File: config.mk
export PLATFORM = sky130hd
export DESIGN_NAME = sarcr_top
export DESIGN_NICKNAME = d
export VERILOG_FILES = /design/src/pkg/sarcr_pkg.sv /design/src/rtl/sarcr_top.sv
export SDC_FILE = /design/constraint.sdc
export NUM_CORES = 1
export LEC_CHECK = 0
export ABC_AREA = 1
export BUFFER_PORTS_ARGS = -buffer_cell sky130_fd_sc_hd__buf_2
export CAP_MARGIN = 20
export CORE_UTILIZATION = 50
export DETAILED_ROUTE_END_ITERATION = 12
export PLACE_DENSITY = 0.72
export RECOVER_POWER = 50
export SLEW_MARGIN = 10
export SYNTH_ARGS = -nofsm -noshare
export SYNTH_HDL_FRONTEND = slang
export SYNTH_SLANG_ARGS = --single-unit
File: constraint.sdc
create_clock -name core_clk_i -period 3.3 [get_ports core_clk_i]
set_input_delay 0 -clock core_clk_i [delete_from_list [all_inputs] [get_ports core_clk_i]]
set_output_delay 0 -clock core_clk_i [all_outputs]
set_load 0.01 [all_outputs]
File: src/pkg/sarcr_pkg.sv
`default_nettype none
package sarcr_pkg;
  // ----------------------------------------------------------------
  // Register addresses
  // ----------------------------------------------------------------
  localparam logic [7:0] ADDR_INTERRUPT_ENABLE_TWO = 8'h9A;
  localparam logic [7:0] ADDR_P1 = 8'h9F;
  localparam logic [7:0] ADDR_INTERRUPT_ENABLE_ZERO = 8'hA8;
  localparam logic [7:0] ADDR_IRQ2 = 8'hBF;
  localparam logic [7:0] ADDR_MODE = 8'hD2;
  localparam logic [7:0] ADDR_RESH = 8'hD3;
  localparam logic [7:0] ADDR_RATE = 8'hD4;
  localparam logic [7:0] ADDR_REF = 8'hD5;
  localparam logic [7:0] ADDR_P2 = 8'hD6;
  localparam logic [7:0] ADDR_P3 = 8'hD7;
  localparam logic [7:0] ADDR_STAT = 8'hE0;
  localparam logic [7:0] ADDR_MASK = 8'hE1;
  // ----------------------------------------------------------------
  // Field positions
  // ----------------------------------------------------------------
  localparam int MODE_ON_BIT = 7;
  localparam int MODE_GO_BIT = 6;
  localparam int MODE_DONE_BIT = 5;
  localparam int MODE_SRC_BIT = 4;
  localparam int CHS_LSB = 0;
  localparam int RATE_GATE_BIT = 6;
  localparam int RATE_DIV_LSB = 4;
  localparam int REF_EXT_BIT = 7;
  localparam int REF_PWM_BIT = 4;
  localparam int REF_VHS_LSB = 0;
  localparam int INTERRUPT_ENABLE_ZERO_GLOBAL_BIT = 7;
  localparam int INTERRUPT_ENABLE_TWO_CONV_BIT = 0;
  localparam int IRQ2_FLAG_BIT = 0;
  localparam int ST_DONE_BIT = 0;
  localparam int ST_DROP_BIT = 1;
  localparam int ST_W = 2;
  // ----------------------------------------------------------------
  // Codes and reset values
  // ----------------------------------------------------------------
  localparam logic [7:0] REG_RST = 8'h00;
  localparam logic [3:0] CHS_INT_MIN = 4'hE;
  localparam logic [1:0] DIV16 = 2'h0;
  localparam logic [1:0] DIV8 = 2'h1;
  localparam logic [1:0] DIV1 = 2'h2;
  localparam logic [3:0] DIV16_LAST = 4'hF;
  localparam logic [3:0] DIV8_LAST = 4'h7;
  localparam logic [3:0] DIV1_LAST = 4'h0;
  localparam logic [3:0] DIV2_LAST = 4'h1;
  localparam logic [2:0] VHS_RESERVED = 3'h7;
  localparam logic [1:0] LVL_VDD = 2'h3;
  // ----------------------------------------------------------------
  // Conversion timing, in divided converter clock periods
  // ----------------------------------------------------------------
  localparam int CONV_QUARTER_PERIODS = 16;
  localparam int CLKS_PER_QUARTER = 4;
  localparam int CONV_TICKS = CONV_QUARTER_PERIODS * CLKS_PER_QUARTER;
  localparam logic [5:0] CONV_LAST = 6'(CONV_TICKS - 1);
  typedef enum logic {SARCR_IDLE = 1'b0, SARCR_RUN = 1'b1} sarcr_state_t;
endpackage
`default_nettype wire

File: src/rtl/sarcr_top.sv
// The plain strobed port is this design's own decision.
`timescale 1ns/1ps
`default_nettype none
// Summary of operation
// Converter enable powers the converter; clearing it shuts it off.
// Writing one to go starts a conversion; cleared at its end.
// Done flag set at finish, zero while converting, firmware writes 0.
// Clock source bit picks fast oscillator at 0, slow at 1.
// Channel codes 0-12 pick inputs, 13 reserved, 14-15 internal.
// Internal channel needs supply or external high reference. The logic does not enforce it and leaves it to software.
// 12-bit result split over high byte and low nibble, read only.
// Channel gate connects the selected input; cleared disconnects all.
// Divider field: 00 by 16, 01 by 8, 10 by 1, 11 by 2.
// External reference bit takes high reference from the shared pin.
// PWM trigger starts a conversion only while trigger enable is set.
// Reference select: 2V, 3V, 4V, supply, supply plus internal level.
// Analog-only bits isolate the digital path of their pins.
// Conversion lasts sixteen periods of converter clock over four.
// Interrupt request flag is set by hardware, software only clears.
// Interrupt enable lets the request reach the CPU; resets to zero.
module sarcr_top
  import sarcr_pkg::*;
#(
  parameter int N_EXT_CH = 13,
  parameter int RES_W = 12,
  parameter int P3_W = 2
) (
  input wire logic core_clk_i,
  input wire logic nrst_i,
  input wire logic [7:0] addr_i,
  input wire logic [7:0] wdata_i,
  input wire logic wr_i,
  input wire logic rd_i,
  input wire logic fosc_tick_i,
  input wire logic flosc_tick_i,
  input wire logic pwm_trigger_i,
  input wire logic [RES_W-1:0] core_result_i,
  output logic [7:0] rdata_o,
  output logic converter_on_o,
  output logic conv_start_o,
  output logic converter_tick_o,
  output logic [N_EXT_CH-1:0] ain_select_o,
  output logic internal_level_channel_o,
  output logic external_reference_pin_o,
  output logic internal_reference_on_o,
  output logic [1:0] high_ref_level_o,
  output logic [1:0] internal_level_o,
  output logic internal_level_on_o,
  output logic [7:0] port1_analog_only_o,
  output logic [7:0] port2_analog_only_o,
  output logic [P3_W-1:0] port3_analog_only_o,
  output logic converter_irq_o,
  output logic irq_o
);
  import sarcr_pkg::*;

  // ----------------------------------------------------------------
  // Parameter checks
  // ----------------------------------------------------------------
  // Result split is fixed at eight high bits plus a nibble
  if (RES_W != 12) begin : g_bad_res
    $error("sarcr_top: RES_W must be 12");
  end
  if (N_EXT_CH < 1 || N_EXT_CH > 13) begin : g_bad_ch
    $error("sarcr_top: N_EXT_CH must be 1 to 13");
  end
  if (P3_W < 1 || P3_W > 8) begin : g_bad_p3
    $error("sarcr_top: P3_W must be 1 to 8");
  end
  if (int'(CONV_LAST) + 1 != CONV_TICKS) begin : g_bad_conv
    $error("sarcr_top: conversion count does not fit the counter");
  end
  if (ST_W > 8) begin : g_bad_st
    $error("sarcr_top: status must fit one byte");
  end

  // ----------------------------------------------------------------
  // Functions
  // ----------------------------------------------------------------
  function automatic logic [3:0] div_last(input logic [1:0] code);
    logic [3:0] v;
    v = DIV2_LAST;
    if (code == DIV16) begin
      v = DIV16_LAST;
    end else if (code == DIV8) begin
      v = DIV8_LAST;
    end else if (code == DIV1) begin
      v = DIV1_LAST;
    end
    return v;
  endfunction

  // ----------------------------------------------------------------
  // State
  // ----------------------------------------------------------------
  sarcr_state_t state;
  logic conv_on;
  logic conv_go;
  logic conv_done;
  logic clk_src;
  logic [3:0] chan_sel;
  logic gate;
  logic [1:0] div_sel;
  logic ext_ref;
  logic pwm_on;
  logic [2:0] vhs;
  logic [7:0] p1;
  logic [7:0] p2;
  logic [P3_W-1:0] p3;
  logic global_en;
  logic irq_en;
  logic irq_flag;
  logic [RES_W-1:0] result;
  logic [ST_W-1:0] st;
  logic [ST_W-1:0] mask;
  logic [3:0] pre_cnt;
  logic [5:0] conv_cnt;

  // ----------------------------------------------------------------
  // Address match
  // ----------------------------------------------------------------
  // Shared by the write strobes and the read multiplexer
  wire hit_mode = (addr_i == ADDR_MODE);
  wire hit_resh = (addr_i == ADDR_RESH);
  wire hit_rate = (addr_i == ADDR_RATE);
  wire hit_ref = (addr_i == ADDR_REF);
  wire hit_p1 = (addr_i == ADDR_P1);
  wire hit_p2 = (addr_i == ADDR_P2);
  wire hit_p3 = (addr_i == ADDR_P3);
  wire hit_interrupt_enable_zero = (addr_i == ADDR_INTERRUPT_ENABLE_ZERO);
  wire hit_interrupt_enable_two = (addr_i == ADDR_INTERRUPT_ENABLE_TWO);
  wire hit_irq2 = (addr_i == ADDR_IRQ2);
  wire hit_stat = (addr_i == ADDR_STAT);
  wire hit_mask = (addr_i == ADDR_MASK);

  // ----------------------------------------------------------------
  // Bus decode
  // ----------------------------------------------------------------
  wire wr_mode = wr_i && hit_mode;
  wire wr_rate = wr_i && hit_rate;
  wire wr_ref = wr_i && hit_ref;
  wire wr_p1 = wr_i && hit_p1;
  wire wr_p2 = wr_i && hit_p2;
  wire wr_p3 = wr_i && hit_p3;
  wire wr_interrupt_enable_zero = wr_i && hit_interrupt_enable_zero;
  wire wr_interrupt_enable_two = wr_i && hit_interrupt_enable_two;
  wire wr_irq2 = wr_i && hit_irq2;
  wire wr_stat = wr_i && hit_stat;
  wire wr_mask = wr_i && hit_mask;

  // ----------------------------------------------------------------
  // Conversion sequencing
  // ----------------------------------------------------------------
  wire running = (state == SARCR_RUN);
  wire src_tick = clk_src ? flosc_tick_i : fosc_tick_i;
  wire pre_wrap = (pre_cnt == div_last(div_sel));
  wire div_tick = running && src_tick && pre_wrap;
  // Start may come in the same write that turns the converter on
  wire on_now = wr_mode ? wdata_i[MODE_ON_BIT] : conv_on;
  wire sw_req = wr_mode && wdata_i[MODE_GO_BIT];
  wire pwm_req = pwm_on && pwm_trigger_i;
  wire start_req = sw_req || pwm_req;
  wire start_ok = !running && on_now;
  wire start = start_req && start_ok;
  // Requests while busy or off are dropped and reported
  wire drop = start_req && !start_ok;
  wire finish = div_tick && (conv_cnt == CONV_LAST);
  // Abort keeps done low and leaves the old result in place
  wire abort = running && !on_now;
  wire done_clr = wr_mode && !wdata_i[MODE_DONE_BIT];
  wire next_go = start || (conv_go && !finish && !abort);
  // Set wins over a clear in the same cycle
  wire next_done = finish || (conv_done && !start && !done_clr);
  wire flag_clr = wr_irq2 && !wdata_i[IRQ2_FLAG_BIT];
  wire next_flag = finish || (irq_flag && !flag_clr);
  wire [ST_W-1:0] st_set = {drop, finish};
  wire [ST_W-1:0] st_clr = wr_stat ? wdata_i[ST_W-1:0] : '0;
  wire [ST_W-1:0] next_st = st_set | (st & ~st_clr);

  always_ff @(posedge core_clk_i) begin
    if (!nrst_i) begin
      state <= SARCR_IDLE;
      pre_cnt <= '0;
      conv_cnt <= '0;
    end else begin
      case (state)
        SARCR_IDLE: begin
          // Every start counts from a fresh prescaler
          pre_cnt <= '0;
          conv_cnt <= '0;
          if (start) begin
            state <= SARCR_RUN;
          end
        end
        SARCR_RUN: begin
          if (finish || abort) begin
            state <= SARCR_IDLE;
          end
          // A divider lowered mid-run may stretch one tick to 16 counts
          if (src_tick) begin
            pre_cnt <= pre_wrap ? '0 : pre_cnt + 4'h1;
          end
          if (div_tick) begin
            conv_cnt <= conv_cnt + 6'h01;
          end
        end
        default: begin
          state <= SARCR_IDLE;
        end
      endcase
    end
  end

  // ----------------------------------------------------------------
  // Registers
  // ----------------------------------------------------------------
  always_ff @(posedge core_clk_i) begin
    if (!nrst_i) begin
      conv_on <= REG_RST[MODE_ON_BIT];
      conv_go <= REG_RST[MODE_GO_BIT];
      conv_done <= REG_RST[MODE_DONE_BIT];
      clk_src <= REG_RST[MODE_SRC_BIT];
      chan_sel <= REG_RST[3:0];
      gate <= REG_RST[RATE_GATE_BIT];
      div_sel <= REG_RST[1:0];
      ext_ref <= REG_RST[REF_EXT_BIT];
      pwm_on <= REG_RST[REF_PWM_BIT];
      vhs <= REG_RST[2:0];
      p1 <= REG_RST;
      p2 <= REG_RST;
      p3 <= REG_RST[P3_W-1:0];
      global_en <= REG_RST[INTERRUPT_ENABLE_ZERO_GLOBAL_BIT];
      irq_en <= REG_RST[INTERRUPT_ENABLE_TWO_CONV_BIT];
      irq_flag <= REG_RST[IRQ2_FLAG_BIT];
      st <= REG_RST[ST_W-1:0];
      mask <= REG_RST[ST_W-1:0];
    end else begin
      conv_go <= next_go;
      conv_done <= next_done;
      irq_flag <= next_flag;
      st <= next_st;
      if (wr_mode) begin
        conv_on <= wdata_i[MODE_ON_BIT];
        clk_src <= wdata_i[MODE_SRC_BIT];
        chan_sel <= wdata_i[CHS_LSB +: 4];
      end
      if (wr_rate) begin
        gate <= wdata_i[RATE_GATE_BIT];
        div_sel <= wdata_i[RATE_DIV_LSB +: 2];
      end
      if (wr_ref) begin
        ext_ref <= wdata_i[REF_EXT_BIT];
        pwm_on <= wdata_i[REF_PWM_BIT];
        vhs <= wdata_i[REF_VHS_LSB +: 3];
      end
      if (wr_p1) begin
        p1 <= wdata_i;
      end
      if (wr_p2) begin
        p2 <= wdata_i;
      end
      if (wr_p3) begin
        p3 <= wdata_i[P3_W-1:0];
      end
      if (wr_interrupt_enable_zero) begin
        global_en <= wdata_i[INTERRUPT_ENABLE_ZERO_GLOBAL_BIT];
      end
      if (wr_interrupt_enable_two) begin
        irq_en <= wdata_i[INTERRUPT_ENABLE_TWO_CONV_BIT];
      end
      if (wr_mask) begin
        mask <= wdata_i[ST_W-1:0];
      end
    end
  end

  // Result holds no reset value; unknown until the first conversion
  always_ff @(posedge core_clk_i) begin
    if (finish) begin
      result <= core_result_i;
    end
  end

  // ----------------------------------------------------------------
  // Read path
  // ----------------------------------------------------------------
  // Reads have no side effects; status clears only by a write
  wire [7:0] rd_mode = {conv_on, conv_go, conv_done, clk_src, chan_sel};
  wire [7:0] rd_resh = result[RES_W-1:4];
  wire [7:0] rd_rate = {1'b0, gate, div_sel, result[3:0]};
  wire [7:0] rd_ref = {ext_ref, 2'b00, pwm_on, 1'b0, vhs};
  wire [7:0] rd_p3 = {{(8 - P3_W){1'b0}}, p3};
  wire [7:0] rd_interrupt_enable_zero = {global_en, 7'h00};
  wire [7:0] rd_interrupt_enable_two = {7'h00, irq_en};
  wire [7:0] rd_irq2 = {7'h00, irq_flag};
  wire [7:0] rd_st = {{(8 - ST_W){1'b0}}, st};
  wire [7:0] rd_mask = {{(8 - ST_W){1'b0}}, mask};
  wire [7:0] rd_mux =
    hit_mode ? rd_mode :
    hit_resh ? rd_resh :
    hit_rate ? rd_rate :
    hit_ref ? rd_ref :
    hit_p1 ? p1 :
    hit_p2 ? p2 :
    hit_p3 ? rd_p3 :
    hit_interrupt_enable_zero ? rd_interrupt_enable_zero :
    hit_interrupt_enable_two ? rd_interrupt_enable_two :
    hit_irq2 ? rd_irq2 :
    hit_stat ? rd_st :
    hit_mask ? rd_mask : 8'h00;
  wire [7:0] next_rdata = rd_i ? rd_mux : 8'h00;

  // ----------------------------------------------------------------
  // Analog control decode
  // ----------------------------------------------------------------
  logic [N_EXT_CH-1:0] next_ain;
  for (genvar i = 0; i < N_EXT_CH; i++) begin : g_ain
    assign next_ain[i] = gate && (chan_sel == 4'(i));
  end
  // Code 13 matches no input and leaves every channel open
  wire next_int_ch = gate && (chan_sel >= CHS_INT_MIN);
  wire vhs_int = vhs[2] && (vhs != VHS_RESERVED);
  // Reserved 111 falls back to the supply reference
  wire [1:0] next_high = vhs[2] ? LVL_VDD : vhs[1:0];
  wire next_int_on = vhs_int;
  // Mis-set references under the internal channel are software's fault
  wire next_ext_pin = ext_ref;

  // ----------------------------------------------------------------
  // Output flops
  // ----------------------------------------------------------------
  always_ff @(posedge core_clk_i) begin
    if (!nrst_i) begin
      rdata_o <= 8'h00;
      converter_on_o <= 1'b0;
      conv_start_o <= 1'b0;
      converter_tick_o <= 1'b0;
      ain_select_o <= '0;
      internal_level_channel_o <= 1'b0;
      external_reference_pin_o <= 1'b0;
      internal_reference_on_o <= 1'b0;
      high_ref_level_o <= 2'h0;
      internal_level_o <= 2'h0;
      internal_level_on_o <= 1'b0;
      port1_analog_only_o <= 8'h00;
      port2_analog_only_o <= 8'h00;
      port3_analog_only_o <= '0;
      converter_irq_o <= 1'b0;
      irq_o <= 1'b0;
    end else begin
      rdata_o <= next_rdata;
      // Powered in the same cycle as a start given with the enable
      converter_on_o <= on_now;
      conv_start_o <= start;
      converter_tick_o <= div_tick;
      ain_select_o <= next_ain;
      internal_level_channel_o <= next_int_ch;
      external_reference_pin_o <= next_ext_pin;
      internal_reference_on_o <= !next_ext_pin;
      high_ref_level_o <= next_high;
      internal_level_o <= vhs[1:0];
      internal_level_on_o <= next_int_on;
      port1_analog_only_o <= p1;
      port2_analog_only_o <= p2;
      port3_analog_only_o <= p3;
      // Interrupt outputs follow their flags one cycle later
      converter_irq_o <= irq_flag && irq_en && global_en;
      irq_o <= |(st & mask);
    end
  end
endmodule
`default_nettype wire

==> results of run 1 <==
## layer usage
layer | vias up | part of all wire (%) | track usage (%)
met1 | 1859 | 44 | 31.1
met5 | - | 0 | 0
li1 | 2021 | - | -
met2 | 145 | 49 | 42.4
met3 | 27 | 5.1 | 6.00
met4 | 0 | 2.1 | 10.9
## registers in the layout (all words and copies together), names as in the netlist, 2 cells and up
register,flops
port3_analog_only_o,2
conv_cnt,6
high_ref_level_o,2
ain_select_o,13
p3,2
result,12
rdata_o,8
port2_analog_only_o,8
p1,8
div_sel,2
vhs,3
internal_level_o,2
st,2
mask,2
pre_cnt,4
port1_analog_only_o,8
chan_sel,4
p2,8
## power groups by stage
stage	clock network [mW]	registers, mW	logic (mW)
after floorplan	0	1.45	0.0466
after global placement	0	1.44	0.0888
after detailed placement	0	1.44	0.0902
after CTS	1.74	1.42	0.119
after global routing	1.81	1.42	0.132
final	1.73	1.42	0.121
## cell usage after synthesis, types with 3 or more instances
cell / count
nor2_1: 46
edfxtp_1: 12
inv_1: 81
inv_2: 10
o2111ai_1: 3
nor2_4: 5
clkbuf_1: 5
o21ai_0: 34
nand4_1: 5
nand2_1: 115
a21oi_1: 50
o22ai_1: 5
nand2_2: 10
buf_2: 3
o21ai_1: 14
nand3_1: 23
dfxtp_1: 103
nor3_1: 3
## area by class of cell
class / instances / area, µm² / share of cell area, %
repair buffers: 120 / 701 / 12.1
multi-input cells: 334 / 1630 / 28.1
inverters: 91 / 342 / 5.89
clock inverters: 9 / 76.3 / 1.32
clock buffers: 22 / 495 / 8.54
well taps: 108 / 135 / 2.33
flip-flops and latches: 115 / 2420 / 41.8
## cells by family after synthesis
kind of cell | after synthesis | synth area share [%]
AOI/OAI and AO/OA | 115 | 14.0
xor gates and xnor gates | 1 | 0.197
adders and majority gates | 2 | 0.562
buffers and inverters | 103 | 8.95
DFF | 115 | 54.5
and+or+nand+nor | 216 | 21.8
## timing repair
item	4_1_cts	5_1_grt
hold buffers	33	0
endpoints found under the hold margin	68	0
setup endpoints to repair	0	0
## final timing paths
kind	from	end	slack, ns
max	div_sel[0]	result[0]	1.45
min	addr_i[0]	vhs[0]	0.008
max reg2reg	div_sel[0]	result[0]	1.45
min reg2reg	p3[0]	port3_analog_only_o[0]	0.43
## tightest hold or removal path, delay by kind of cell
| kind | cells | cell delay [ns] |
|---|---|---|
| buffers and inverters | 1 | 0.14 |
| AO/OA/AOI/OAI | 1 | 0.16 |
| AND/OR/NAND/NOR | 2 | 0.18 |
## stage by stage
stage	instance area [µm²]	power [mW]	utilization, %	cells	setup slack (ns)
2_1_floorplan	4450	1.49	-	552	1.71
3_3_place_gp	4960	1.53	57.2	735	1.51
3_5_place_dp	4960	1.54	57.2	735	1.46
4_1_cts	5870	3.28	67.6	799	1.46
5_1_grt	5800	3.36	66.8	799	1.26
6_report	5800	3.27	66.8	799	1.45
==> results, run 1 <==
- Setup violations remaining at the end of the flow were counted as 0.
- Ranked by total cell area, the synthesized netlist is headed by dfxtp_1 46%, nand2_1 9.7%, edfxtp_1 8.1%.
- The total overflow left after global routing is 0.
- Per report_power, the sequential group accounts for 43.4% of the total.
- The maximum clock insertion buffer count is 2.
- In the layout the commonest cells are 115 x nand2_1, 103 x dfxtp_1, 81 x inv_1.
- The core area is 8680 µm².
- The static leakage power is 2.45 nW.
- The first detailed-routing pass took 5 iterations.
- The slowest library cell on the worst path is dfxtp_1.
- The clock network is responsible for 52.9% of the overall power.
- Across the run, the number of max-cap violations was 0.
- The first global-routing pass estimated 17.6 mm of wire.
- On the final layout, the worst hold slack is 0.00771 ns.
- The most common cell after layout, fill and taps aside is nand2_1.
- The flow ran to the end, and the final reports show no timing, DRC or antenna violations.
- The pin count of the biggest net entering global routing is 44.
- The setup fix buffers added after clock tree synthesis is 0.
- The floorplan step set the die width to 96.3 µm.
- The number of port buffers is 86.
- The synthesized design contains 115 register bits.
- The largest voltage drop on the vdd net is 0.349 mV.
- From bottom edge to top edge, the die measures 96.3 µm.
- Summing every instance area after synthesis gives 4450 µm².
- The final RePlAce weighted congestion is 0.868.
- The fill cell total of the finished layout is 758.
- The most instantiated flip-flop cell in the synthesis netlist is dfxtp_1.
- The switching portion of total power is 21.0%.
- Buffers inserted during clock tree synthesis total 17.
- The number of diodes is 0.
- The total of cells resized after clock tree synthesis is 0.
- The proportion of power drawn by combinational gates is 3.7%.
- The die outline area is 9280 µm².
- The design internal power is 2.58 mW.
- Clock-pin slew was measured on the worst setup and hold paths at 0.05 ns.
- The count of unresolved DRC violations after routing is 0.
- The net count of the finished layout is 716.
- After the first detailed-routing iteration, the DRC count stood at 278.
- The number of antenna violations at the first check in global routing came to 0.
- Traced cell by cell, the critical path runs through inv_1, nand2_1, o21ai_2, a21oi_2, nand2_2, nor2_4, nand2_1, inv_1.
- The number of global-route vias before repair is 3819.
- The total number of vias is 4052.
- After technology mapping, the gate count stands at 552.
- The source-to-sink clock delay at the later pin of the worst-skew pair is 0.51 ns.
- In this design, the largest share of critical-path delay is due to simple AND/OR/NAND/NOR gates.
- Detailed placement finished with a half-perimeter wire length of 7.28 mm.
- The TritonCTS clock tree is yes.
- The count of nets left with antenna violations once routing finished came out at 0.
- Summed over all layers, the routed wires come to 10.9 mm.
- The routed length per instance is 13.6 µm.
- For the final database, setup skew stands at 0.00742 ns.
- The remaining max-slew budget at the tightest pin is 30.5%.
- The required time at the worst-slack endpoint is 3.45 ns.
- For this run, the total global-route usage over all layers was measured as 25.4%.
- STA classifies the critical path startpoint as a flop.
- STA puts the critical path data arrival time at 2.00 ns.
- The net switching power is 0.684 mW.
- The async set-reset flop share out of synthesis is 0%.
- The ratio of total power to cell area is 563 nW/µm².
- The share of layout cells above drive strength 1 is 14.2%.
- In the finished design, the share of the clock period the worst path needs comes to 55.9%.
- The number of cells on the critical path is 8.
- The number of synthesized flops with an enable pin is 12.
- The tree is rooted in a clkbuf_8.
- In this run the number of H-tree levels came out at 4.
- Setup repair after global routing left no endpoint under its margin.
- The highest net fanout along the worst path is 12.
- By startpoint and endpoint, the worst setup path is classified as reg2reg.
- The number of distinct library cells after synthesis is 36.
- The worst hold path was traced through 4 stages.
- The capturing element type of the critical path is a flop.
- The maximum cell stage delay along the critical path is 0.36 ns.
- For the pin with the worst max-slew slack, the measured transition is 1.04 ns.
- The time the final worst path needs with I/O delays and setup is 1.85 ns.
- For this run, the top clock speed supported by timing is 542 MHz.
- Counting both buffers and inverters, the worst setup path holds a total of 2.
- Summed over its instances, the top area cell type makes up 46.4% of the synthesized netlist area.
- The total number of placement rows is 34.
- The final number of hold-violating endpoints is 0.
- The top cell type by total area after synthesis is dfxtp_1.
- In this run the worst hold path is classified as in2reg.
- Of the synthesized area, sequential elements account for 54.5%.
- Summed over all failing endpoints, the final setup total negative slack is 0 ns.
- The via density per instance is 5.07.
- The worst reg2reg path depth is 8.
- The final number of max-transition violations is 0.
- The total clock sinks is 115.
- The count of pins on the block boundary is 87.
- Once the floorplan was initialized, standard cells occupied 51.3% of the core.
- The total number of yosys warnings is 0.
- The net count after synthesis is 589.
- In this run the mean area of a mapped cell was 8.06 µm².
- The relative area change from synthesis to final layout is 30.4%.
Note: power is estimated with default switching activity, not from simulation.
==> run 2, diff against run 1 <==
- clock period: 3.3 -> 1.9 ns (I/O delays scaled with it)
==> run 2 against run 1 <==
  * Sequential power is 73% higher
  * Global-route usage is 0.071 points higher
  * Non-clock buffer count is 12 higher
  * Count of clock-buffer cells in the layout is 2 lower
  * Total power is 70% higher
  * First-iteration DRC count is 7.9% higher
  * Final cell count is 1.6% higher
  * Register-to-register slack worse by 1.3 ns
  * Via count is 0.59% higher
  * Sequential share of layout area is 0.44 points lower
  * Critical endpoint is now p2[3]
==> results, run 2 (same netlist as run 1, synthesis figures left out) <==
- The most numerous cell on the critical path is dlygate4sd3_1.
- The relative area change from synthesis to final layout is 31.8%.
- The clock network accounts for 51.8% of the total power.
- The internal power of the cells totals 4.39 mW.
- The final RePlAce weighted congestion is 0.877.
- The vertical die dimension is 96.3 µm.
- The launching element type of the critical path is a primary input.
- The placed wire-length estimate after detailed placement is 7.55 mm.
- The sequential group share of total power is 44.3%.
- The total clock sinks is 115.
- Entering global routing, the biggest net connects 27 pins.
- CTS built an H-tree with a depth of 4.
- In this run the worst path has a maximum fanout of 16.
- The source-to-sink clock delay at the later pin of the worst-skew pair is 0.51 ns.
- After global routing the overflow that remains totals 0.
- The required time at the worst-slack endpoint is 2.28 ns.
- The net switching power is 1.16 mW.
- The number of nets with antenna violations after routing is 0.
- The run finished with clean final reports.
- The initial core utilization is 51.3%.
- The worst path needs 1.74 ns of the cycle, external delays included.
- Of the total power, the share spent switching nets is 21.0%.
- In the layout the commonest cells are 116 x nand2_1, 103 x dfxtp_1, 81 x inv_1.
- The first global-routing pass estimated 17.5 mm of wire.
- The count of unresolved DRC violations after routing is 0.
- The final number of max-transition violations is 0.
- The largest voltage drop on the vdd net is 0.620 mV.
- Setup repair after global routing left no endpoint under its margin.
- The number of diodes is 0.
- The worst register-to-register path has a depth of 8.
- The total number of vias is 4076.
- Setup violations remaining at the end of the flow were counted as 0.
- Traced cell by cell, the critical path runs through dlygate4sd3_1, buf_2, nand2_1, o21ai_0, dlygate4sd3_1, a21oi_1.
- Global routing used 25.4% of the available tracks across all layers.
- For this block, the initial DRC count from the detailed router was 300.
- The die outline area is 9280 µm².
- On the final layout, the worst clock skew is 0.0114 ns.
- The number of global-route vias before repair is 3681.
- At the end of the flow, the number of nets in the layout was 728.
- Data arrives at the worst endpoint at 2.12 ns.
- From left edge to right edge, the die measures 96.3 µm.
- In the finished design, the share of the clock period the worst path needs comes to 91.6%.
- The final cell utilization of the core is 67.5%.
- The first detailed-routing pass ran for 5 iterations.
- The transition time of the tightest slew-check pin is 0.629 ns.
- The analysis attributes to cell leakage a power of 2.49 nW.
- Clock tree synthesis inserted a total of 17 buffers.
- The number of flip-flops under the largest register name is 13.
- The capturing element type of the critical path is a flop.
- The maximum clock insertion buffer count is 2.
- The max-capacitance violation count is 0.
- Static timing analysis puts the maximum clock frequency at 574 MHz.
- The final number of hold-violating endpoints was 0.
- The most common cell after layout, fill and taps aside is nand2_1.
- In the final timing run, aggregate negative setup slack is 0 ns.
- The via density per instance is 5.02.
- In this run the core area contains 34 standard-cell rows.
- The ratio of total power to cell area is 947 nW/µm².
- Cells with a size suffix above 1 make up 14.1% of the layout.
- The proportion of power drawn by combinational gates is 3.9%.
- The number of antenna violations at the first check in global routing was 0.
- After clock tree synthesis, the clock-pin slew on the worst setup and hold paths is 0.06 ns.
- Among all stages on the critical path, the largest delay is contributed by dlygate4sd3_1.
- The largest registers in the layout are ain_select_o (13), result (12).
- Along the worst hold path, the cell count comes to 4.
- The worst pin sits at a relative slew slack of 58.1%.
- For this run, the slowest stage of the critical path takes 0.59 ns.
- Gates resized during post-CTS repair numbered 0.
- After detailed routing, the average wire length per cell comes to 13.7 µm.
- The worst setup path category is in2reg.
- TritonCTS built the clock tree.
- The CTS root buffer is clkbuf_8.
- In this run the standard cell core region covers 8680 µm².
- The count of buffers added on input and output ports is 86.
- The worst min-delay path category is in2reg.
- The aggregate routed wire length is 11.1 mm.
- The count of pins on the block boundary is 87.
- The register name with the most flops is ain_select_o.
[run 2: cell types whose count changed in the layout (fill, tap and decap cells not counted), sizes merged]
cell	previous run	this run
buf	33	39
bufinv	1	2
clkbuf	76	75
clkinv	7	8
dlygate4sd3	33	38
inv	91	92
[run 2: through the flow]
| stage | cells | hold WS (ns) | instance area [µm²] | power (mW) | setup slack (ns) |
|---|---|---|---|---|---|
| 2_1_floorplan | 552 | 0.0989 | 4450 | 2.59 | 0.313 |
| 3_3_place_gp | 739 | 0.176 | 4990 | 2.67 | 0.291 |
| 3_5_place_dp | 739 | 0.178 | 4990 | 2.67 | 0.236 |
| 4_1_cts | 809 | 0.00448 | 5910 | 5.58 | 0.154 |
| 5_1_grt | 812 | 0.0378 | 5860 | 5.74 | 0.0340 |
| 6_report | 812 | 0.0177 | 5860 | 5.55 | 0.159 |
[run 2: worst max-delay path: cells and delay by family]
family | cells | cell delay [ns]
buffers and inverters | 3 | 1.38
and+or+nand+nor | 1 | 0.37
AOI/OAI and AO/OA | 2 | 0.35
[run 2: area by class of cell]
cell class | instances | area (µm²)
well taps | 108 | 135
multi-input cells | 334 | 1630
inverters | 91 | 342
fillers | 784 | 2820
repair buffers | 132 | 797
clock buffers | 20 | 425
flip-flops and latches | 115 | 2420
clock inverters | 12 | 114
[run 2: routing by layer]
| metal | global-route usage (%) | vias to the layer above | share of wire, % |
|---|---|---|---|
| met5 | 0 | - | 0 |
| met4 | 9.93 | 0 | 1.1 |
| met3 | 6.71 | 10 | 5.9 |
| met2 | 41.4 | 141 | 49 |
| met1 | 32.2 | 1874 | 44 |
| li1 | - | 2051 | - |
[run 2: repair_timing]
action                                  4_1_cts  5_1_grt
buffers inserted                              0        3
endpoints found under the hold margin        63        0
hold buffers                                 38        0
endpoints found under the setup margin        0        1
[run 2: power groups by stage]
stage	logic, mW	registers (mW)	clock network (mW)
4_1_cts	0.216	2.46	2.90
3_3_place_gp	0.160	2.51	0
6_report	0.219	2.46	2.87
5_1_grt	0.237	2.46	3.04
3_5_place_dp	0.162	2.51	0
2_1_floorplan	0.0810	2.51	0
[run 2: final timing paths]
kind / endpoint / from / slack (ns)
max: p2[3] / wr_i / 0.16
min: vhs[0] / addr_i[0] / 0.02
max reg2reg: result[11] / conv_cnt[0] / 0.20
min reg2reg: port2_analog_only_o[7] / p2[7] / 0.42
